$ cat src/core/twm_defs.svh
// register map, field positions, status codes and timing of the two-wire master
`ifndef TWM_DEFS_SVH
`define TWM_DEFS_SVH

`define TWM_ADDR_CTRL 2'h0
`define TWM_ADDR_STAT 2'h1
`define TWM_ADDR_DATA 2'h2
`define TWM_ADDR_MODE 2'h3

`define TWM_CB_FLAG 7
`define TWM_CB_ACKEN 6
`define TWM_CB_START 5
`define TWM_CB_STOP 4
`define TWM_CB_EN 2
`define TWM_CB_IE 0

`define TWM_PRESC 1:0
`define TWM_PERMIT 7:4
`define TWM_PM_MT 0
`define TWM_PM_MR 1
`define TWM_MSB 7
`define TWM_LSB 0
`define TWM_CODE_MASK 8'hf8

`define TWM_ST_START 8'h08
`define TWM_ST_RSTART 8'h10
`define TWM_ST_AACK 8'h18
`define TWM_ST_ANACK 8'h20
`define TWM_ST_DACK 8'h28
`define TWM_ST_DNACK 8'h30
`define TWM_ST_ARB 8'h38
`define TWM_ST_NONE 8'hf8

`define TWM_RST_DATA 8'hff
`define TWM_RST_PERMIT 4'hf
`define TWM_RST_PRESC 2'h0
`define TWM_BIT_TOP 3'h7

`define TWM_CLK_NS 20
`define TWM_SCL_NS 160
`define TWM_QUARTER_CYC (`TWM_SCL_NS / (4 * `TWM_CLK_NS))

`endif

$ cat src/core/twm_pkg.sv
// shared types of the two-wire master
`default_nettype none

package twm_pkg;
   typedef enum logic [2:0] {
      ST_IDLE = 3'h0,
      ST_WFREE = 3'h1,
      ST_START = 3'h3,
      ST_SHIFT = 3'h2,
      ST_ACK = 3'h6,
      ST_HOLD = 3'h7,
      ST_STOP = 3'h5
   } twm_state_t;

   typedef enum logic [1:0] {
      OP_START = 2'h0,
      OP_STOP = 2'h1,
      OP_BIT = 2'h2,
      OP_ACK = 2'h3
   } twm_op_t;
endpackage : twm_pkg

`default_nettype wire

$ cat src/core/twm_master.sv
// two-wire master transmitter: registers, byte sequencer and bus monitor
//
// Implementation choices: strobed register access and the address map.
`timescale 1ns/1ns
`default_nettype none
`include "twm_defs.svh"

// Functional notes
// - Four modes exist; software chooses which are permitted via permit bits.
// - A requested START waits until the bus is seen free.
// - After START is sent, flag rises with status 0x08.
// - Direction bit of the address selects transmit or receive mode.
// - After address and acknowledge slot, flag rises with 0x18, 0x20 or 0x38.
// - Data writes land only while flag is high; else discarded, collision set.
// - While the flag is high the bus transfer stays suspended.
// - Writing one to the flag bit clears it and lets the step proceed.
// - After a data byte and acknowledge slot, flag rises with matching status.
// - Read bit and not-acknowledge high; write and acknowledge low; 8-bit bytes.
// - A repeated START reports 0x10 and may address any slave.
// - STOP is sent, stop bit self-clears; start plus stop sends STOP then START.
// - Lost arbitration reports 0x38, releases bus; pending start retries when free.
module twm_master
   import twm_pkg::*;
(
   input wire logic clk_sys,
   input wire logic sys_rst,
   input wire logic [1:0] regAddr,
   input wire logic [7:0] regWdata,
   input wire logic regWr,
   input wire logic regRd,
   output logic [7:0] regRdata,
   input wire logic sclIn,
   output logic sclOut,
   output logic sclOeN,
   input wire logic sdaIn,
   output logic sdaOut,
   output logic sdaOeN
);
   twm_state_t state_r;
   twm_state_t stateNxt;
   twm_op_t cmdOp_r;
   twm_op_t opNxt;
   logic cmdValid_r;
   logic cmdBit_r;
   logic issue;
   logic bitNxt;
   logic setFlag;
   logic stopClr;
   logic [7:0] codeNxt;
   logic flag_r;
   logic ackEn_r;
   logic start_r;
   logic stop_r;
   logic wcol_r;
   logic en_r;
   logic ie_r;
   logic [1:0] presc_r;
   logic [7:0] code_r;
   logic [7:0] data_r;
   logic [7:0] shift_r;
   logic [2:0] bitCnt_r;
   logic [3:0] permit_r;
   logic own_r;
   logic addrPhase_r;
   logic readMode_r;
   logic busBusy_r;
   logic sdaPrev_r;
   logic pinLow_r;
   logic [7:0] rdata_r;
   logic [1:0] pinIn;
   logic [1:0] sync1_r;
   logic [1:0] sync2_r;
   logic engDone;
   logic engRx;
   logic engArb;
   logic wrCtrl;
   logic wrData;
   logic masterOk;
   logic startSeen;
   logic stopSeen;

   assign pinIn = {sdaIn, sclIn};
   assign wrCtrl = regWr && regAddr == `TWM_ADDR_CTRL;
   assign wrData = regWr && regAddr == `TWM_ADDR_DATA;
   assign masterOk = permit_r[`TWM_PM_MT] | permit_r[`TWM_PM_MR];
   assign startSeen = sync2_r[0] && sdaPrev_r && !sync2_r[1];
   assign stopSeen = sync2_r[0] && !sdaPrev_r && sync2_r[1];
   assign regRdata = rdata_r;
   assign sclOut = pinLow_r;
   assign sdaOut = pinLow_r;

   // two-stage synchronisers for both bus lines
   genvar g;
   generate
      for (g = 0; g < 2; g++) begin : g_sync
         always_ff @(posedge clk_sys or posedge sys_rst) begin
            if (sys_rst) begin
               sync1_r[g] <= 1'b1;
               sync2_r[g] <= 1'b1;
            end else begin
               sync1_r[g] <= pinIn[g];
               sync2_r[g] <= sync1_r[g];
            end
         end
      end
   endgenerate

   // bus monitor: busy from a seen START to a seen STOP
   always_ff @(posedge clk_sys or posedge sys_rst) begin
      if (sys_rst) begin
         sdaPrev_r <= 1'b1;
         busBusy_r <= 1'b0;
         pinLow_r <= 1'b0;
      end else begin
         sdaPrev_r <= sync2_r[1];
         pinLow_r <= 1'b0;
         if (startSeen) begin
            busBusy_r <= 1'b1;
         end else if (stopSeen) begin
            busBusy_r <= 1'b0;
         end
      end
   end

   // control bits written by software
   always_ff @(posedge clk_sys or posedge sys_rst) begin
      if (sys_rst) begin
         ackEn_r <= 1'b0;
         start_r <= 1'b0;
         stop_r <= 1'b0;
         en_r <= 1'b0;
         ie_r <= 1'b0;
      end else begin
         if (wrCtrl) begin
            ackEn_r <= regWdata[`TWM_CB_ACKEN];
            start_r <= regWdata[`TWM_CB_START];
            en_r <= regWdata[`TWM_CB_EN];
            ie_r <= regWdata[`TWM_CB_IE];
         end
         if (wrCtrl) begin
            stop_r <= regWdata[`TWM_CB_STOP];
         end else if (stopClr) begin
            stop_r <= 1'b0;
         end
      end
   end

   // step flag: hardware set wins over a software clear in the same cycle
   always_ff @(posedge clk_sys or posedge sys_rst) begin
      if (sys_rst) begin
         flag_r <= 1'b0;
      end else if (!en_r) begin
         flag_r <= 1'b0;
      end else if (setFlag) begin
         flag_r <= 1'b1;
      end else if (wrCtrl && regWdata[`TWM_CB_FLAG]) begin
         flag_r <= 1'b0;
      end
   end

   // data register and write collision
   always_ff @(posedge clk_sys or posedge sys_rst) begin
      if (sys_rst) begin
         data_r <= `TWM_RST_DATA;
         wcol_r <= 1'b0;
      end else if (wrData) begin
         wcol_r <= !flag_r;
         if (flag_r) begin
            data_r <= regWdata;
         end
      end
   end

   // status code, prescaler field and mode permits
   always_ff @(posedge clk_sys or posedge sys_rst) begin
      if (sys_rst) begin
         code_r <= `TWM_ST_NONE;
         presc_r <= `TWM_RST_PRESC;
         permit_r <= `TWM_RST_PERMIT;
      end else begin
         code_r <= codeNxt;
         if (regWr && regAddr == `TWM_ADDR_STAT) begin
            presc_r <= regWdata[`TWM_PRESC];
         end
         if (regWr && regAddr == `TWM_ADDR_MODE) begin
            permit_r <= regWdata[`TWM_PERMIT];
         end
      end
   end

   // read port: data stand in the cycle after the strobe only
   always_ff @(posedge clk_sys or posedge sys_rst) begin
      if (sys_rst) begin
         rdata_r <= 8'h00;
      end else if (regRd) begin
         case (regAddr)
            `TWM_ADDR_CTRL: rdata_r <= {flag_r, ackEn_r, start_r, stop_r, wcol_r, en_r, 1'b0, ie_r};
            `TWM_ADDR_STAT: rdata_r <= (code_r & `TWM_CODE_MASK) | {6'h00, presc_r};
            `TWM_ADDR_DATA: rdata_r <= data_r;
            default: rdata_r <= {permit_r, 1'b0, busBusy_r, readMode_r, own_r};
         endcase
      end else begin
         rdata_r <= 8'h00;
      end
   end

   // byte sequencer
   always_comb begin
      stateNxt = state_r;
      issue = 1'b0;
      opNxt = OP_BIT;
      bitNxt = 1'b1;
      setFlag = 1'b0;
      stopClr = 1'b0;
      codeNxt = code_r;
      case (state_r)
         ST_IDLE: begin
            if (start_r && masterOk && !flag_r) begin
               stateNxt = ST_WFREE;
            end
         end
         ST_WFREE: begin
            if (!busBusy_r) begin
               issue = 1'b1;
               opNxt = OP_START;
               stateNxt = ST_START;
            end
         end
         ST_START: begin
            if (engDone) begin
               setFlag = 1'b1;
               codeNxt = own_r ? `TWM_ST_RSTART : `TWM_ST_START;
               stateNxt = ST_HOLD;
            end
         end
         ST_HOLD: begin
            if (!flag_r) begin
               if (!own_r) begin
                  stateNxt = start_r ? ST_WFREE : ST_IDLE;
               end else if (stop_r) begin
                  issue = 1'b1;
                  opNxt = OP_STOP;
                  stateNxt = ST_STOP;
               end else if (start_r) begin
                  issue = 1'b1;
                  opNxt = OP_START;
                  stateNxt = ST_START;
               end else begin
                  issue = 1'b1;
                  bitNxt = data_r[`TWM_MSB];
                  stateNxt = ST_SHIFT;
               end
            end
         end
         ST_SHIFT: begin
            if (engDone) begin
               if (engArb) begin
                  setFlag = 1'b1;
                  codeNxt = `TWM_ST_ARB;
                  stateNxt = ST_HOLD;
               end else if (bitCnt_r == 3'h0) begin
                  issue = 1'b1;
                  opNxt = OP_ACK;
                  stateNxt = ST_ACK;
               end else begin
                  issue = 1'b1;
                  bitNxt = shift_r[`TWM_MSB - 1];
               end
            end
         end
         ST_ACK: begin
            if (engDone) begin
               setFlag = 1'b1;
               stateNxt = ST_HOLD;
               if (addrPhase_r) begin
                  codeNxt = engRx ? `TWM_ST_ANACK : `TWM_ST_AACK;
               end else begin
                  codeNxt = engRx ? `TWM_ST_DNACK : `TWM_ST_DACK;
               end
            end
         end
         ST_STOP: begin
            if (engDone) begin
               stopClr = 1'b1;
               stateNxt = start_r ? ST_WFREE : ST_IDLE;
            end
         end
         default: stateNxt = ST_IDLE;
      endcase
   end

   always_ff @(posedge clk_sys or posedge sys_rst) begin
      if (sys_rst) begin
         state_r <= ST_IDLE;
         cmdValid_r <= 1'b0;
         cmdOp_r <= OP_BIT;
         cmdBit_r <= 1'b1;
      end else if (!en_r) begin
         state_r <= ST_IDLE;
         cmdValid_r <= 1'b0;
      end else begin
         state_r <= stateNxt;
         cmdValid_r <= issue;
         cmdOp_r <= opNxt;
         cmdBit_r <= bitNxt;
      end
   end

   // shift register, bit count and bus ownership
   always_ff @(posedge clk_sys or posedge sys_rst) begin
      if (sys_rst) begin
         shift_r <= 8'h00;
         bitCnt_r <= 3'h0;
         own_r <= 1'b0;
         addrPhase_r <= 1'b0;
         readMode_r <= 1'b0;
      end else if (!en_r) begin
         own_r <= 1'b0;
         addrPhase_r <= 1'b0;
      end else begin
         if (state_r == ST_HOLD && stateNxt == ST_SHIFT) begin
            shift_r <= data_r;
            bitCnt_r <= `TWM_BIT_TOP;
         end else if (state_r == ST_SHIFT && engDone && !engArb) begin
            shift_r <= {shift_r[`TWM_MSB - 1:0], 1'b0};
            bitCnt_r <= bitCnt_r - 3'h1;
         end
         if (state_r == ST_START && engDone) begin
            own_r <= 1'b1;
            addrPhase_r <= 1'b1;
         end else if (state_r == ST_SHIFT && engDone && engArb) begin
            own_r <= 1'b0;
            addrPhase_r <= 1'b0;
         end else if (state_r == ST_STOP && engDone) begin
            own_r <= 1'b0;
         end else if (state_r == ST_ACK && engDone) begin
            addrPhase_r <= 1'b0;
         end
         if (state_r == ST_ACK && engDone && addrPhase_r) begin
            readMode_r <= data_r[`TWM_LSB];
         end
      end
   end

   twm_bit_engine u_engine (
      .clk_sys(clk_sys),
      .sys_rst(sys_rst),
      .abort(!en_r),
      .cmdValid(cmdValid_r),
      .cmdOp(cmdOp_r),
      .cmdBit(cmdBit_r),
      .sclHigh(sync2_r[0]),
      .sdaHigh(sync2_r[1]),
      .done(engDone),
      .rxBit(engRx),
      .arbLost(engArb),
      .sclOeN(sclOeN),
      .sdaOeN(sdaOeN)
   );
endmodule : twm_master

`default_nettype wire

$ cat src/core/twm_bit_engine.sv
// bit-level sequencer driving the two open-drain bus lines
`timescale 1ns/1ns
`default_nettype none
`include "twm_defs.svh"

module twm_bit_engine
   import twm_pkg::*;
(
   input wire logic clk_sys,
   input wire logic sys_rst,
   input wire logic abort,
   input wire logic cmdValid,
   input wire twm_op_t cmdOp,
   input wire logic cmdBit,
   input wire logic sclHigh,
   input wire logic sdaHigh,
   output logic done,
   output logic rxBit,
   output logic arbLost,
   output logic sclOeN,
   output logic sdaOeN
);
   twm_op_t op_r;
   twm_op_t curOp;
   logic bit_r;
   logic curBit;
   logic active_r;
   logic [1:0] phase_r;
   logic [1:0] ph;
   logic [3:0] timer_r;
   logic go;
   logic last;

   // four quarter phases per symbol; phase 1 waits for a stretched clock
   always_comb begin
      curOp = active_r ? op_r : cmdOp;
      curBit = active_r ? bit_r : cmdBit;
      last = active_r && timer_r == 4'h0 && phase_r == 2'h3;
      go = active_r ? (timer_r == 4'h0 && phase_r != 2'h3 && !(phase_r == 2'h1 && !sclHigh))
                    : cmdValid;
      ph = active_r ? phase_r + 2'h1 : 2'h0;
   end

   always_ff @(posedge clk_sys or posedge sys_rst) begin
      if (sys_rst) begin
         active_r <= 1'b0;
         op_r <= OP_BIT;
         bit_r <= 1'b1;
         phase_r <= 2'h0;
         timer_r <= 4'h0;
         done <= 1'b0;
      end else if (abort) begin
         active_r <= 1'b0;
         phase_r <= 2'h0;
         timer_r <= 4'h0;
         done <= 1'b0;
      end else begin
         done <= last;
         if (last) begin
            active_r <= 1'b0;
         end else if (go) begin
            active_r <= 1'b1;
            op_r <= curOp;
            bit_r <= curBit;
            phase_r <= ph;
            timer_r <= 4'(`TWM_QUARTER_CYC - 1);
         end else if (timer_r != 4'h0) begin
            timer_r <= timer_r - 4'h1;
         end
      end
   end

   // line actions on entry to each phase
   always_ff @(posedge clk_sys or posedge sys_rst) begin
      if (sys_rst) begin
         sclOeN <= 1'b1;
         sdaOeN <= 1'b1;
         rxBit <= 1'b1;
         arbLost <= 1'b0;
      end else if (abort) begin
         sclOeN <= 1'b1;
         sdaOeN <= 1'b1;
      end else if (go) begin
         case (ph)
            2'h0: begin
               arbLost <= 1'b0;
               case (curOp)
                  OP_START: sdaOeN <= 1'b1;
                  OP_STOP: begin
                     sclOeN <= 1'b0;
                     sdaOeN <= 1'b0;
                  end
                  default: begin
                     sclOeN <= 1'b0;
                     sdaOeN <= curBit;
                  end
               endcase
            end
            2'h1: sclOeN <= 1'b1;
            2'h2: begin
               case (curOp)
                  OP_START: sdaOeN <= 1'b0;
                  OP_STOP: sdaOeN <= 1'b1;
                  default: begin
                     rxBit <= sdaHigh;
                     // an answer slot is listened to, never contested
                     arbLost <= curBit & !sdaHigh & (curOp == OP_BIT);
                  end
               endcase
            end
            default: begin
               if (curOp != OP_STOP) begin
                  sclOeN <= arbLost;
                  if (arbLost) begin
                     sdaOeN <= 1'b1;
                  end
               end
            end
         endcase
      end
   end
endmodule : twm_bit_engine

`default_nettype wire

$ cat config.mk
export PLATFORM = sky130hd
export DESIGN_NAME = twm_master
export DESIGN_NICKNAME = d
export VERILOG_FILES = /design/src/core/twm_pkg.sv /design/src/core/twm_master.sv /design/src/core/twm_bit_engine.sv
export VERILOG_INCLUDE_DIRS = /design/src /design/src/core
export SDC_FILE = /design/constraint.sdc
export NUM_CORES = 1
export LEC_CHECK = 0
export BUFFER_PORTS_ARGS = -buffer_cell sky130_fd_sc_hd__buf_2
export CELL_PAD_IN_SITES_DETAIL_PLACEMENT = 1
export CELL_PAD_IN_SITES_GLOBAL_PLACEMENT = 2
export CORE_UTILIZATION = 35
export DETAILED_ROUTE_END_ITERATION = 10
export PLACE_DENSITY = 0.79
export SYNTH_ARGS = -nofsm -noshare
export SYNTH_HDL_FRONTEND = slang
export SYNTH_SLANG_ARGS = --single-unit
$ cat constraint.sdc
create_clock -name clk_sys -period 2.1 [get_ports clk_sys]
set_input_delay 0.42 -clock clk_sys [delete_from_list [all_inputs] [get_ports clk_sys]]
set_output_delay 0.42 -clock clk_sys [all_outputs]
set_load 0.03 [all_outputs]
==> report_table.html, run 1 <==
<table>
<tr><th>Metric</th><th>Value</th></tr>
<tr><th colspan="2">Status</th></tr>
<tr><td>Result of the run</td><td>completed</td></tr>
<tr><th colspan="2">Clocking</th></tr>
<tr><td>TritonCTS clock tree</td><td>done</td></tr>
<tr><td>Worst-skew pair later-pin latency</td><td>around 0.36 ns</td></tr>
<tr><td>Total number of clock tree sinks</td><td>74</td></tr>
<tr><td>Clock-pin slew of the registers on the worst-case setup and hold paths</td><td>approximately 0.080 ns</td></tr>
<tr><td>Clock Tree Root</td><td>sky130_fd_sc_hd__clkbuf_8</td></tr>
<tr><td>Total number of H-tree levels</td><td>3</td></tr>
<tr><td>Count of buffers added by post-CTS timing repair for setup</td><td>0</td></tr>
<tr><td>Clock buffer count from CTS</td><td>9</td></tr>
<tr><td>Number of buffers inserted by hold repair at cts</td><td>0</td></tr>
<tr><td>Max clock buf depth</td><td>2</td></tr>
<tr><th colspan="2">Routing</th></tr>
<tr><td>Number of design-rule violations left by the first detailed-router iteration</td><td>111</td></tr>
<tr><td>Total number of vias</td><td>about 2600</td></tr>
<tr><td>Number of detailed-routing iterations run before antenna repair</td><td>4</td></tr>
<tr><td>DRC violation count after routing</td><td>0</td></tr>
<tr><td>Average routed wire per standard cell</td><td>roughly 17 um</td></tr>
<tr><td>Post-route antenna net violation count</td><td>0</td></tr>
<tr><td>Detail-routed via count per cell</td><td>5.14</td></tr>
<tr><td>Total wire length after detailed routing</td><td>between 8000 and 9000 um</td></tr>
<tr><th colspan="2">Placed design</th></tr>
<tr><td>Number of I/O port buffers</td><td>25</td></tr>
<tr><td>Total half-perimeter wirelength after legalization and detailed placement</td><td>about 6000 um</td></tr>
<tr><td>Global placement routability congestion</td><td>between 0.7 and 0.8</td></tr>
<tr><td>Number of placed cells counting well taps</td><td>just under 500</td></tr>
<tr><td>Worst setup timing slack at the placement stage</td><td>0.0243 ns</td></tr>
<tr><th colspan="2">GRT</th></tr>
<tr><td>Met2 capacity usage during global routing</td><td>27.1%</td></tr>
<tr><td>Via count of the first global-routing pass</td><td>about 2800</td></tr>
<tr><td>Met3 routing resource usage after global routing</td><td>4.01%</td></tr>
<tr><td>Wire length of the first global-routing pass</td><td>around 15000 um</td></tr>
<tr><td>Pin count of the biggest net entering global routing</td><td>between 70 and 80</td></tr>
<tr><td>GRT busiest layer</td><td>met2</td></tr>
<tr><td>Total overflow reported by the global router</td><td>0</td></tr>
<tr><td>Antenna violations before repair</td><td>0</td></tr>
<tr><td>Overall global routing resource usage</td><td>between 15 and 20%</td></tr>
<tr><td>Routing usage on met1</td><td>between 20% and 30%</td></tr>
<tr><th colspan="2">Layout</th></tr>
<tr><td>Final cell count without fillers</td><td>513</td></tr>
<tr><td>Most frequent cells in the layout</td><td>sky130_fd_sc_hd__dfrtp_1, sky130_fd_sc_hd__nand2_1, sky130_fd_sc_hd__dfstp_2</td></tr>
<tr><td>Syn-to-layout area delta</td><td>14.4%</td></tr>
<tr><td>Share of layout cells above drive strength 1</td><td>between 30 and 40%</td></tr>
<tr><td>Final antenna diode count</td><td>0</td></tr>
<tr><td>Layout net count</td><td>a little under 400</td></tr>
<tr><td>Most common cell after layout, fill and taps aside</td><td>sky130_fd_sc_hd__dfrtp_1</td></tr>
<tr><td>Final design utilization</td><td>42.0%</td></tr>
<tr><th colspan="2">STA</th></tr>
<tr><td>Aggregate negative setup slack</td><td>0 ns</td></tr>
<tr><td>Final Cycle Share</td><td>between 90% and 100%</td></tr>
<tr><td>Final worst clock skew</td><td>about 0.0083 ns</td></tr>
<tr><td>Number of max-slew violations in the final report</td><td>0</td></tr>
<tr><td>Worst setup margin</td><td>approximately 0.11 ns</td></tr>
<tr><td>Final hold violation count</td><td>0</td></tr>
<tr><td>Maximum achievable frequency</td><td>roughly 500 MHz</td></tr>
<tr><td>Setup repair after global routing missed its margin</td><td>false</td></tr>
<tr><td>Number of setup violations in the final report</td><td>0</td></tr>
<tr><td>Fin crit period</td><td>1.99 ns</td></tr>
<tr><th colspan="2">Critical path</th></tr>
<tr><td>Type of destination of the critical path</td><td>flip-flop</td></tr>
<tr><td>Critical-path maximum fanout</td><td>8</td></tr>
<tr><td>CP Data Required Time</td><td>between 2 and 2.5 ns</td></tr>
<tr><td>Classification of the worst setup path</td><td>flip-flop to flip-flop</td></tr>
<tr><td>Arrival time of the worst setup path</td><td>between 2 and 2.5 ns</td></tr>
<tr><td>Kind of launch point of the worst setup path</td><td>flip-flop</td></tr>
<tr><th colspan="2">Floorplanning</th></tr>
<tr><td>Top-level I/O count</td><td>28</td></tr>
<tr><td>Die Outline Area</td><td>~11000 um^2</td></tr>
<tr><td>Die W</td><td>roughly 100 um</td></tr>
<tr><td>Standard-cell rows</td><td>36</td></tr>
<tr><td>Initial core utilization</td><td>36.7%</td></tr>
<tr><td>Core Box Area</td><td>9910 um^2</td></tr>
<tr><td>Vert. Die Dim</td><td>between 100 and 150 um</td></tr>
<tr><th colspan="2">Yosys</th></tr>
<tr><td>Number of register bits inferred by synthesis</td><td>74</td></tr>
<tr><td>Simple-gate portion of the synthesized area</td><td>between 15 and 20%</td></tr>
<tr><td>Post-synthesis cell area</td><td>approximately 3600 um^2</td></tr>
<tr><td>Gate count of the mapped netlist</td><td>between 300 and 400</td></tr>
<tr><td>Dominant combinational cell family by area after synthesis</td><td>simple AND/OR/NAND/NOR gates</td></tr>
<tr><td>Library cells used by synthesis</td><td>53</td></tr>
<tr><td>Adder and majority gate portion of the synthesized area</td><td>just over 2%</td></tr>
<tr><td>Number of warnings reported in the yosys synthesis log</td><td>0</td></tr>
<tr><td>Proportion of register bits with asynchronous set or reset after synthesis</td><td>100%</td></tr>
<tr><td>Number of enable-type register cells in the synthesized netlist</td><td>0</td></tr>
<tr><td>Parity-gate share of the synthesized area counting xor and xnor cells</td><td>less than 1%</td></tr>
<tr><td>Mux contribution to synthesized area</td><td>between 10% and 20%</td></tr>
<tr><td>Most used DFF post-synth</td><td>sky130_fd_sc_hd__dfrtp_1</td></tr>
<tr><td>Share of the synthesized area in compound gates (AO/OA/AOI/OAI)</td><td>between 10 and 15%</td></tr>
<tr><td>Portion of the post-synthesis area used by sequential elements</td><td>between 50 and 60%</td></tr>
<tr><td>Synthesized area per cell</td><td>between 10 and 15 um^2</td></tr>
<tr><th colspan="2">Power and ir drop</th></tr>
<tr><td>Share of total power in combinational logic</td><td>between 20% and 30%</td></tr>
<tr><td>Pwr per Cell Area</td><td>between 900 and 1000 nW/um^2</td></tr>
<tr><td>Switching power</td><td>roughly 1.2 mW</td></tr>
<tr><td>Sequential cell fraction of total power</td><td>a little under half</td></tr>
<tr><td>Power share of the clock group</td><td>between 20% and 30%</td></tr>
<tr><td>Internal Power</td><td>between 2 and 3 mW</td></tr>
<tr><td>Largest voltage drop on the vdd net</td><td>between 300 and 400 uV</td></tr>
<tr><td>Static Leakage</td><td>1.80 nW</td></tr>
<tr><td>Switching part of the total power</td><td>between 30% and 40%</td></tr>
<tr><th colspan="2">Hold path</th></tr>
<tr><td>Path class of the lowest-slack min-delay path</td><td>primary input to asynchronous set/reset pin</td></tr>
<tr><th colspan="2">Job</th></tr>
<tr><td>Maxcap violations</td><td>0</td></tr>
</table>
## cell type report
| class | count | area (um^2) |
|---|---|---|
| repair buffers | 36 | 220 |
| flip-flops and latches | 74 | 1890 |
| clock inverters | 7 | 76.3 |
| clock buffers | 9 | 124 |
| well taps | 133 | 166 |
| fillers | 1153 | 5750 |
| multi-input cells | 231 | 1600 |
| inverters | 23 | 90.1 |
## registers in the layout, summed over array words and instances (netlist names), 3 cells and up
register	flops
bitCnt_r	3
code_r	4
state_r	3
permit_r	4
u_engine.timer_r	4
regRdata	8
shift_r	7
data_r	8
## per-stage QoR
step                power [mW]  hold slack, ns  instance area, um^2
floorplan                 2.43           0.345                 3640
global placement          2.65           0.347                 3950
detailed placement        2.70           0.349                 3950
CTS                       3.86           0.126                 4150
global route              4.04           0.133                 4160
finish                    3.80           0.147                 4160
## worst max-delay path, cell delays in order (launching register included)
cell and delay [ns]:
sky130_fd_sc_hd__dfrtp_1 0.39, sky130_fd_sc_hd__inv_1 0.09, sky130_fd_sc_hd__ha_2 0.21, sky130_fd_sc_hd__or3b_4 0.42
sky130_fd_sc_hd__o41a_4 0.42, sky130_fd_sc_hd__o21ai_0 0.22, sky130_fd_sc_hd__o41ai_1 0.12
## Yosys cell counts (2+ instances only)
cell type,instances,area (um^2)
sky130_fd_sc_hd__mux4_2,5,113
sky130_fd_sc_hd__o32ai_1,2,17.5
sky130_fd_sc_hd__o21ai_0,23,115
sky130_fd_sc_hd__o21ai_1,2,10.0
sky130_fd_sc_hd__clkbuf_1,14,52.6
sky130_fd_sc_hd__a32oi_1,2,17.5
sky130_fd_sc_hd__a21oi_1,25,125
sky130_fd_sc_hd__a22oi_1,3,22.5
sky130_fd_sc_hd__nor2_1,17,63.8
sky130_fd_sc_hd__ha_1,6,75.1
sky130_fd_sc_hd__nand3b_1,2,15.0
sky130_fd_sc_hd__dfrtp_1,46,1150
sky130_fd_sc_hd__and3_1,3,18.8
sky130_fd_sc_hd__nor4_1,2,12.5
sky130_fd_sc_hd__mux2i_1,3,30.0
sky130_fd_sc_hd__nand2b_1,6,37.5
sky130_fd_sc_hd__a31oi_1,3,18.8
sky130_fd_sc_hd__mux2_2,24,270
sky130_fd_sc_hd__o21a_1,3,22.5
sky130_fd_sc_hd__a21o_1,2,15.0
sky130_fd_sc_hd__a211oi_1,2,15.0
sky130_fd_sc_hd__o22ai_1,6,37.5
sky130_fd_sc_hd__nand2_1,29,109
sky130_fd_sc_hd__nor2b_1,12,75.1
sky130_fd_sc_hd__nand4b_1,2,17.5
sky130_fd_sc_hd__dfstp_2,28,736
sky130_fd_sc_hd__buf_2,2,10.0
sky130_fd_sc_hd__nand3_1,8,40.0
sky130_fd_sc_hd__buf_4,2,15.0
sky130_fd_sc_hd__inv_1,23,86.3
sky130_fd_sc_hd__and2_1,9,56.3
sky130_fd_sc_hd__nor3_1,8,40.0
## worst paths after layout
check / start / to / slack, ns / cells past startpoint
setup reg to reg: u_engine.timer_r[0] / u_engine.arbLost / 0.11 / 6
hold / removal: sys_rst / shift_r[0] / 0.15 / 3
setup / recovery: u_engine.timer_r[0] / u_engine.arbLost / 0.11 / 6
min in group clk_sys: sclIn / sync1_r[0] / 0.15 / 1
max in group asynchronous: sys_rst / code_r[4] / 1.61 / 3
hold reg to reg: sync1_r[1] / sync2_r[1] / 0.36 / 0
## power groups by stage
| stage | Clock, mW | Combinational, mW | Sequential, mW |
|---|---|---|---|
| 2_1_floorplan | 0 | 0.664 | 1.77 |
| 3_5_place_dp | 0 | 0.879 | 1.82 |
| 5_1_grt | 1.24 | 0.986 | 1.82 |
| 4_1_cts | 1.18 | 0.883 | 1.79 |
| 3_3_place_gp | 0 | 0.842 | 1.81 |
| 6_report | 1.13 | 0.882 | 1.79 |
## cell families after synthesis
logic type,after synthesis
xor gates and xnor gates,1
muxes,32
and+or+nand+nor,105
buffers and inverters,41
AOI/OAI and AO/OA,85
DFF,74
adders and majority gates,6
other,1
## metal layers
| layer | up-vias | share of wire [%] |
|---|---|---|
| met5 | - | 0 |
| met4 | 0 | 1.4 |
| met3 | 9 | 2.1 |
| met2 | 19 | 47 |
| met1 | 1337 | 49 |
| li1 | 1270 | - |
## repair_timing
| action | 4_1_cts | 5_1_grt |
|---|---|---|
| resized for setup | 0 | 2 |
| endpoints found under the setup margin | 0 | 5 |
| endpoints found under the hold margin | 0 | 0 |
No activity file was read; power rests on OpenSTA's default activity.
==> run 2: changes to the inputs <==
--- a/config.mk
+++ b/config.mk
@@ -12,6 +12,7 @@
 export CORE_UTILIZATION = 35
 export DETAILED_ROUTE_END_ITERATION = 10
 export PLACE_DENSITY = 0.79
+export RECOVER_POWER = 25
 export SYNTH_ARGS = -nofsm -noshare
 export SYNTH_HDL_FRONTEND = slang
 export SYNTH_SLANG_ARGS = --single-unit
==> run 2 against run 1 <==
  * Critical path type unchanged
  * Clock skew hardly changed
  * Critical endpoint unchanged
  * The flow now finishes with violations (max-capacitance violations, max-slew violations)
  * Flip-flop and latch count unchanged
  * Largest power group unchanged
  * Hold slack improved by 0.00065 ns
  * Register-to-register slack hardly changed
  * Fmax barely moved
  * Global-route usage stayed put
  * Die area stayed put
  * Sequential share of layout area is 0.18 points higher
  * Power fell by 0.15%
  * Clock power is essentially flat
  * Critical path depth is the same
==> report_table.html, run 2 (synthesized netlist as in run 1, its figures left out) <==
<table>
<tr><th>Metric</th><th>Value</th></tr>
<tr><th colspan="2">GRT</th></tr>
<tr><td>Via count of the first global-routing pass</td><td>2820 (unchanged)</td></tr>
<tr><td>Overall global routing resource usage</td><td>17.4% (unchanged)</td></tr>
<tr><td>Wire length of the first global-routing pass</td><td>14600 um (unchanged)</td></tr>
<tr><td>Total overflow reported by the global router</td><td>0 (unchanged)</td></tr>
<tr><td>Pin count of the biggest net entering global routing</td><td>75 (unchanged)</td></tr>
<tr><td>Antenna violations before repair</td><td>0 (unchanged)</td></tr>
<tr><th colspan="2">Power and ir drop</th></tr>
<tr><td>Final Power</td><td>3.80 mW (about the same)</td></tr>
<tr><td>Static Leakage</td><td>1.79 nW (was 1.80 nW)</td></tr>
<tr><td>Largest voltage drop on the vdd net</td><td>358 uV (was 357 uV)</td></tr>
<tr><td>Pwr per Cell Area</td><td>917 nW/um^2 (was 915 nW/um^2)</td></tr>
<tr><th colspan="2">Critical path</th></tr>
<tr><td>Cell-by-cell trace of the critical path</td><td>inv_1, ha_2, or3b_4, o41a_4, o21ai_0, o41ai_1 (unchanged)</td></tr>
<tr><td>Critical path buffers and inverters</td><td>1 (unchanged)</td></tr>
<tr><td>Critical-path maximum fanout</td><td>8 (unchanged)</td></tr>
<tr><td>Crit Reg-Reg Startpoint</td><td>u_engine.timer_r[0] (unchanged)</td></tr>
<tr><td>Kind of launch point of the worst setup path</td><td>flip-flop (unchanged)</td></tr>
<tr><td>Classification of the worst setup path</td><td>flip-flop to flip-flop (unchanged)</td></tr>
<tr><td>Arrival time of the worst setup path</td><td>2.22 ns (was 2.23 ns)</td></tr>
<tr><td>Register-to-register path setup slack</td><td>0.11 ns (about the same)</td></tr>
<tr><td>Critical path endpoint</td><td>u_engine.arbLost (unchanged)</td></tr>
<tr><td>Worst r2r path cells</td><td>6 (unchanged)</td></tr>
<tr><td>CP max stage cell</td><td>sky130_fd_sc_hd__or3b_4 (unchanged)</td></tr>
<tr><td>Worst Setup SP</td><td>u_engine.timer_r[0] (unchanged)</td></tr>
<tr><td>Type of destination of the critical path</td><td>flip-flop (unchanged)</td></tr>
<tr><td>Worst path depth</td><td>6 (unchanged)</td></tr>
<tr><td>CP Data Required Time</td><td>2.33 ns (about the same)</td></tr>
<tr><td>Gate family responsible for the most delay along the worst path</td><td>compound AO/OA/AOI/OAI gates (unchanged)</td></tr>
<tr><td>Biggest cell delay along the critical path</td><td>0.42 ns (about the same)</td></tr>
<tr><td>Worst R2R End</td><td>u_engine.arbLost (unchanged)</td></tr>
<tr><th colspan="2">Placed design</th></tr>
<tr><td>Number of I/O port buffers</td><td>25 (unchanged)</td></tr>
<tr><td>Number of placed cells counting well taps</td><td>497 (unchanged)</td></tr>
<tr><td>Placement Cell Area</td><td>3950 um^2 (unchanged)</td></tr>
<tr><td>Total half-perimeter wirelength after legalization and detailed placement</td><td>6040 um (unchanged)</td></tr>
<tr><td>Worst setup timing slack at the placement stage</td><td>0.0243 ns (unchanged)</td></tr>
<tr><td>Global placement routability congestion</td><td>0.792 (unchanged)</td></tr>
<tr><th colspan="2">STA</th></tr>
<tr><td>Final worst clock skew</td><td>0.00807 ns (was 0.00833 ns)</td></tr>
<tr><td>Tightest Pin Transition</td><td>roughly 1.6 ns</td></tr>
<tr><td>Final hold violation count</td><td>0 (unchanged)</td></tr>
<tr><td>Final Cycle Share</td><td>94.9% (was 95.0%)</td></tr>
<tr><td>Aggregate negative setup slack</td><td>0 ns (unchanged)</td></tr>
<tr><td>Tightest slew margin relative to the limit</td><td>-8.43%</td></tr>
<tr><td>Hold WS</td><td>0.147 ns (about the same)</td></tr>
<tr><td>Worst setup margin</td><td>0.108 ns (was 0.106 ns)</td></tr>
<tr><td>Setup repair after global routing missed its margin</td><td>false (unchanged)</td></tr>
<tr><td>Fin crit period</td><td>1.99 ns (about the same)</td></tr>
<tr><td>Maximum achievable frequency</td><td>502 MHz (about the same)</td></tr>
<tr><td>Number of setup violations in the final report</td><td>0 (unchanged)</td></tr>
<tr><td>Number of max-slew violations in the final report</td><td>75 (was 0)</td></tr>
<tr><th colspan="2">Routing</th></tr>
<tr><td>Total number of vias</td><td>2647 (was 2635)</td></tr>
<tr><td>Number of detailed-routing iterations run before antenna repair</td><td>4 (unchanged)</td></tr>
<tr><td>Total wire length after detailed routing</td><td>8590 um (was 8550 um)</td></tr>
<tr><td>DRC violation count after routing</td><td>0 (unchanged)</td></tr>
<tr><td>Detail-routed via count per cell</td><td>5.16 (was 5.14)</td></tr>
<tr><td>Post-route antenna net violation count</td><td>0 (unchanged)</td></tr>
<tr><td>Number of design-rule violations left by the first detailed-router iteration</td><td>102 (was 111)</td></tr>
<tr><td>Average routed wire per standard cell</td><td>16.7 um (about the same)</td></tr>
<tr><th colspan="2">Layout</th></tr>
<tr><td>Final design utilization</td><td>41.8% (was 42.0%)</td></tr>
<tr><td>Final cell count without fillers</td><td>513 (unchanged)</td></tr>
<tr><td>Post-Layout Inst Area</td><td>4140 um^2 (was 4160 um^2)</td></tr>
<tr><td>Most common cell after layout, fill and taps aside</td><td>sky130_fd_sc_hd__dfrtp_1 (unchanged)</td></tr>
<tr><td>Layout net count</td><td>397 (unchanged)</td></tr>
<tr><td>Final antenna diode count</td><td>0 (unchanged)</td></tr>
<tr><td>Share of layout cells above drive strength 1</td><td>30.8% (was 31.1%)</td></tr>
<tr><td>Filler cell count in the final layout</td><td>1153 (unchanged)</td></tr>
<tr><td>Syn-to-layout area delta</td><td>14.0% (was 14.4%)</td></tr>
<tr><td>Most frequent cells in the layout</td><td>sky130_fd_sc_hd__dfrtp_1, sky130_fd_sc_hd__nand2_1, sky130_fd_sc_hd__dfstp_2 (unchanged)</td></tr>
<tr><th colspan="2">Clocking</th></tr>
<tr><td>Total number of clock tree sinks</td><td>74 (unchanged)</td></tr>
<tr><td>Max clock buf depth</td><td>2 (unchanged)</td></tr>
<tr><td>Total number of H-tree levels</td><td>3 (unchanged)</td></tr>
<tr><td>Number of buffers inserted by hold repair at cts</td><td>0 (unchanged)</td></tr>
<tr><td>Clock Tree Root</td><td>sky130_fd_sc_hd__clkbuf_8 (unchanged)</td></tr>
<tr><td>Worst-skew pair later-pin latency</td><td>0.36 ns (about the same)</td></tr>
<tr><td>Resized Gates After CTS</td><td>0 (unchanged)</td></tr>
<tr><td>Clock-pin slew of the registers on the worst-case setup and hold paths</td><td>0.08 ns (about the same)</td></tr>
<tr><td>Clock buffer count from CTS</td><td>9 (unchanged)</td></tr>
<tr><td>TritonCTS clock tree</td><td>done (unchanged)</td></tr>
<tr><td>Count of buffers added by post-CTS timing repair for setup</td><td>0 (unchanged)</td></tr>
<tr><th colspan="2">Hold path</th></tr>
<tr><td>Path class of the lowest-slack min-delay path</td><td>primary input to flip-flop (was primary input to asynchronous set/reset pin)</td></tr>
<tr><th colspan="2">Status</th></tr>
<tr><td>Failing checks</td><td>max-capacitance violations, max-slew violations</td></tr>
<tr><td>Result of the run</td><td>finished with violations (was completed)</td></tr>
<tr><th colspan="2">Floorplanning</th></tr>
<tr><td>Die Outline Area</td><td>10800 um^2 (unchanged)</td></tr>
<tr><td>Standard-cell rows</td><td>36 (unchanged)</td></tr>
<tr><td>Initial core utilization</td><td>36.7% (unchanged)</td></tr>
<tr><td>Die W</td><td>104 um (unchanged)</td></tr>
<tr><td>Top-level I/O count</td><td>28 (unchanged)</td></tr>
<tr><td>Vert. Die Dim</td><td>104 um (unchanged)</td></tr>
<tr><td>Core Box Area</td><td>9910 um^2 (unchanged)</td></tr>
<tr><th colspan="2">Job</th></tr>
<tr><td>Maxcap violations</td><td>1 (was 0)</td></tr>
</table>
## run 2: cell types whose count changed in the layout (fill, tap and decap cells not counted)
cell,before,now
sky130_fd_sc_hd__buf_12,1,0
sky130_fd_sc_hd__clkbuf_1,0,1
## run 2: per-layer routing
metal	vias up	global-route usage (%)	share of wire, %
met3	9	4.01	2.2
met2	19	27.1	47
met5	-	0	0
met1	1346	23.6	49
li1	1273	-	-
met4	0	6.12	1.4
## run 2: worst reg2reg max path, delay by kind of cell (launching register included)
family	cells	cell delay [ns]
adders and majority gates	1	0.21
and+or+nand+nor	1	0.42
buffers and inverters	1	0.09
DFF	1	0.39
AOI/OAI and AO/OA	3	0.77
## run 2: power breakdown
part | switching (mW) | internal [mW] | total (mW)
clock | 0.577 | 0.556 | 1.13
sequential | 0.173 | 1.62 | 1.79
combinational | 0.488 | 0.389 | 0.876
total | 1.24 | 2.56 | 3.80
## run 2: worst min path at each step
| stage | from | endpoint | slack [ns] | depth (start not counted) |
|---|---|---|---|---|
| CTS | sclIn | sync1_r[0] | 0.13 | 1 |
| floorplan | sync1_r[0] | sync2_r[0] | 0.35 | 0 |
| global placement | sync1_r[1] | sync2_r[1] | 0.35 | 0 |
| global route | sclIn | sync1_r[0] | 0.13 | 1 |
| detailed placement | sync1_r[0] | sync2_r[0] | 0.35 | 0 |
| finish | sclIn | sync1_r[0] | 0.15 | 1 |
## run 2: layout make-up
cell class	count	area, um^2	share of cell area [%]
clock buffers	9	124	2.99
clock inverters	7	76.3	1.84
inverters	23	90.1	2.17
multi-input cells	231	1600	38.5
flip-flops and latches	74	1890	45.5
well taps	133	166	4.02
repair buffers	36	204	4.92
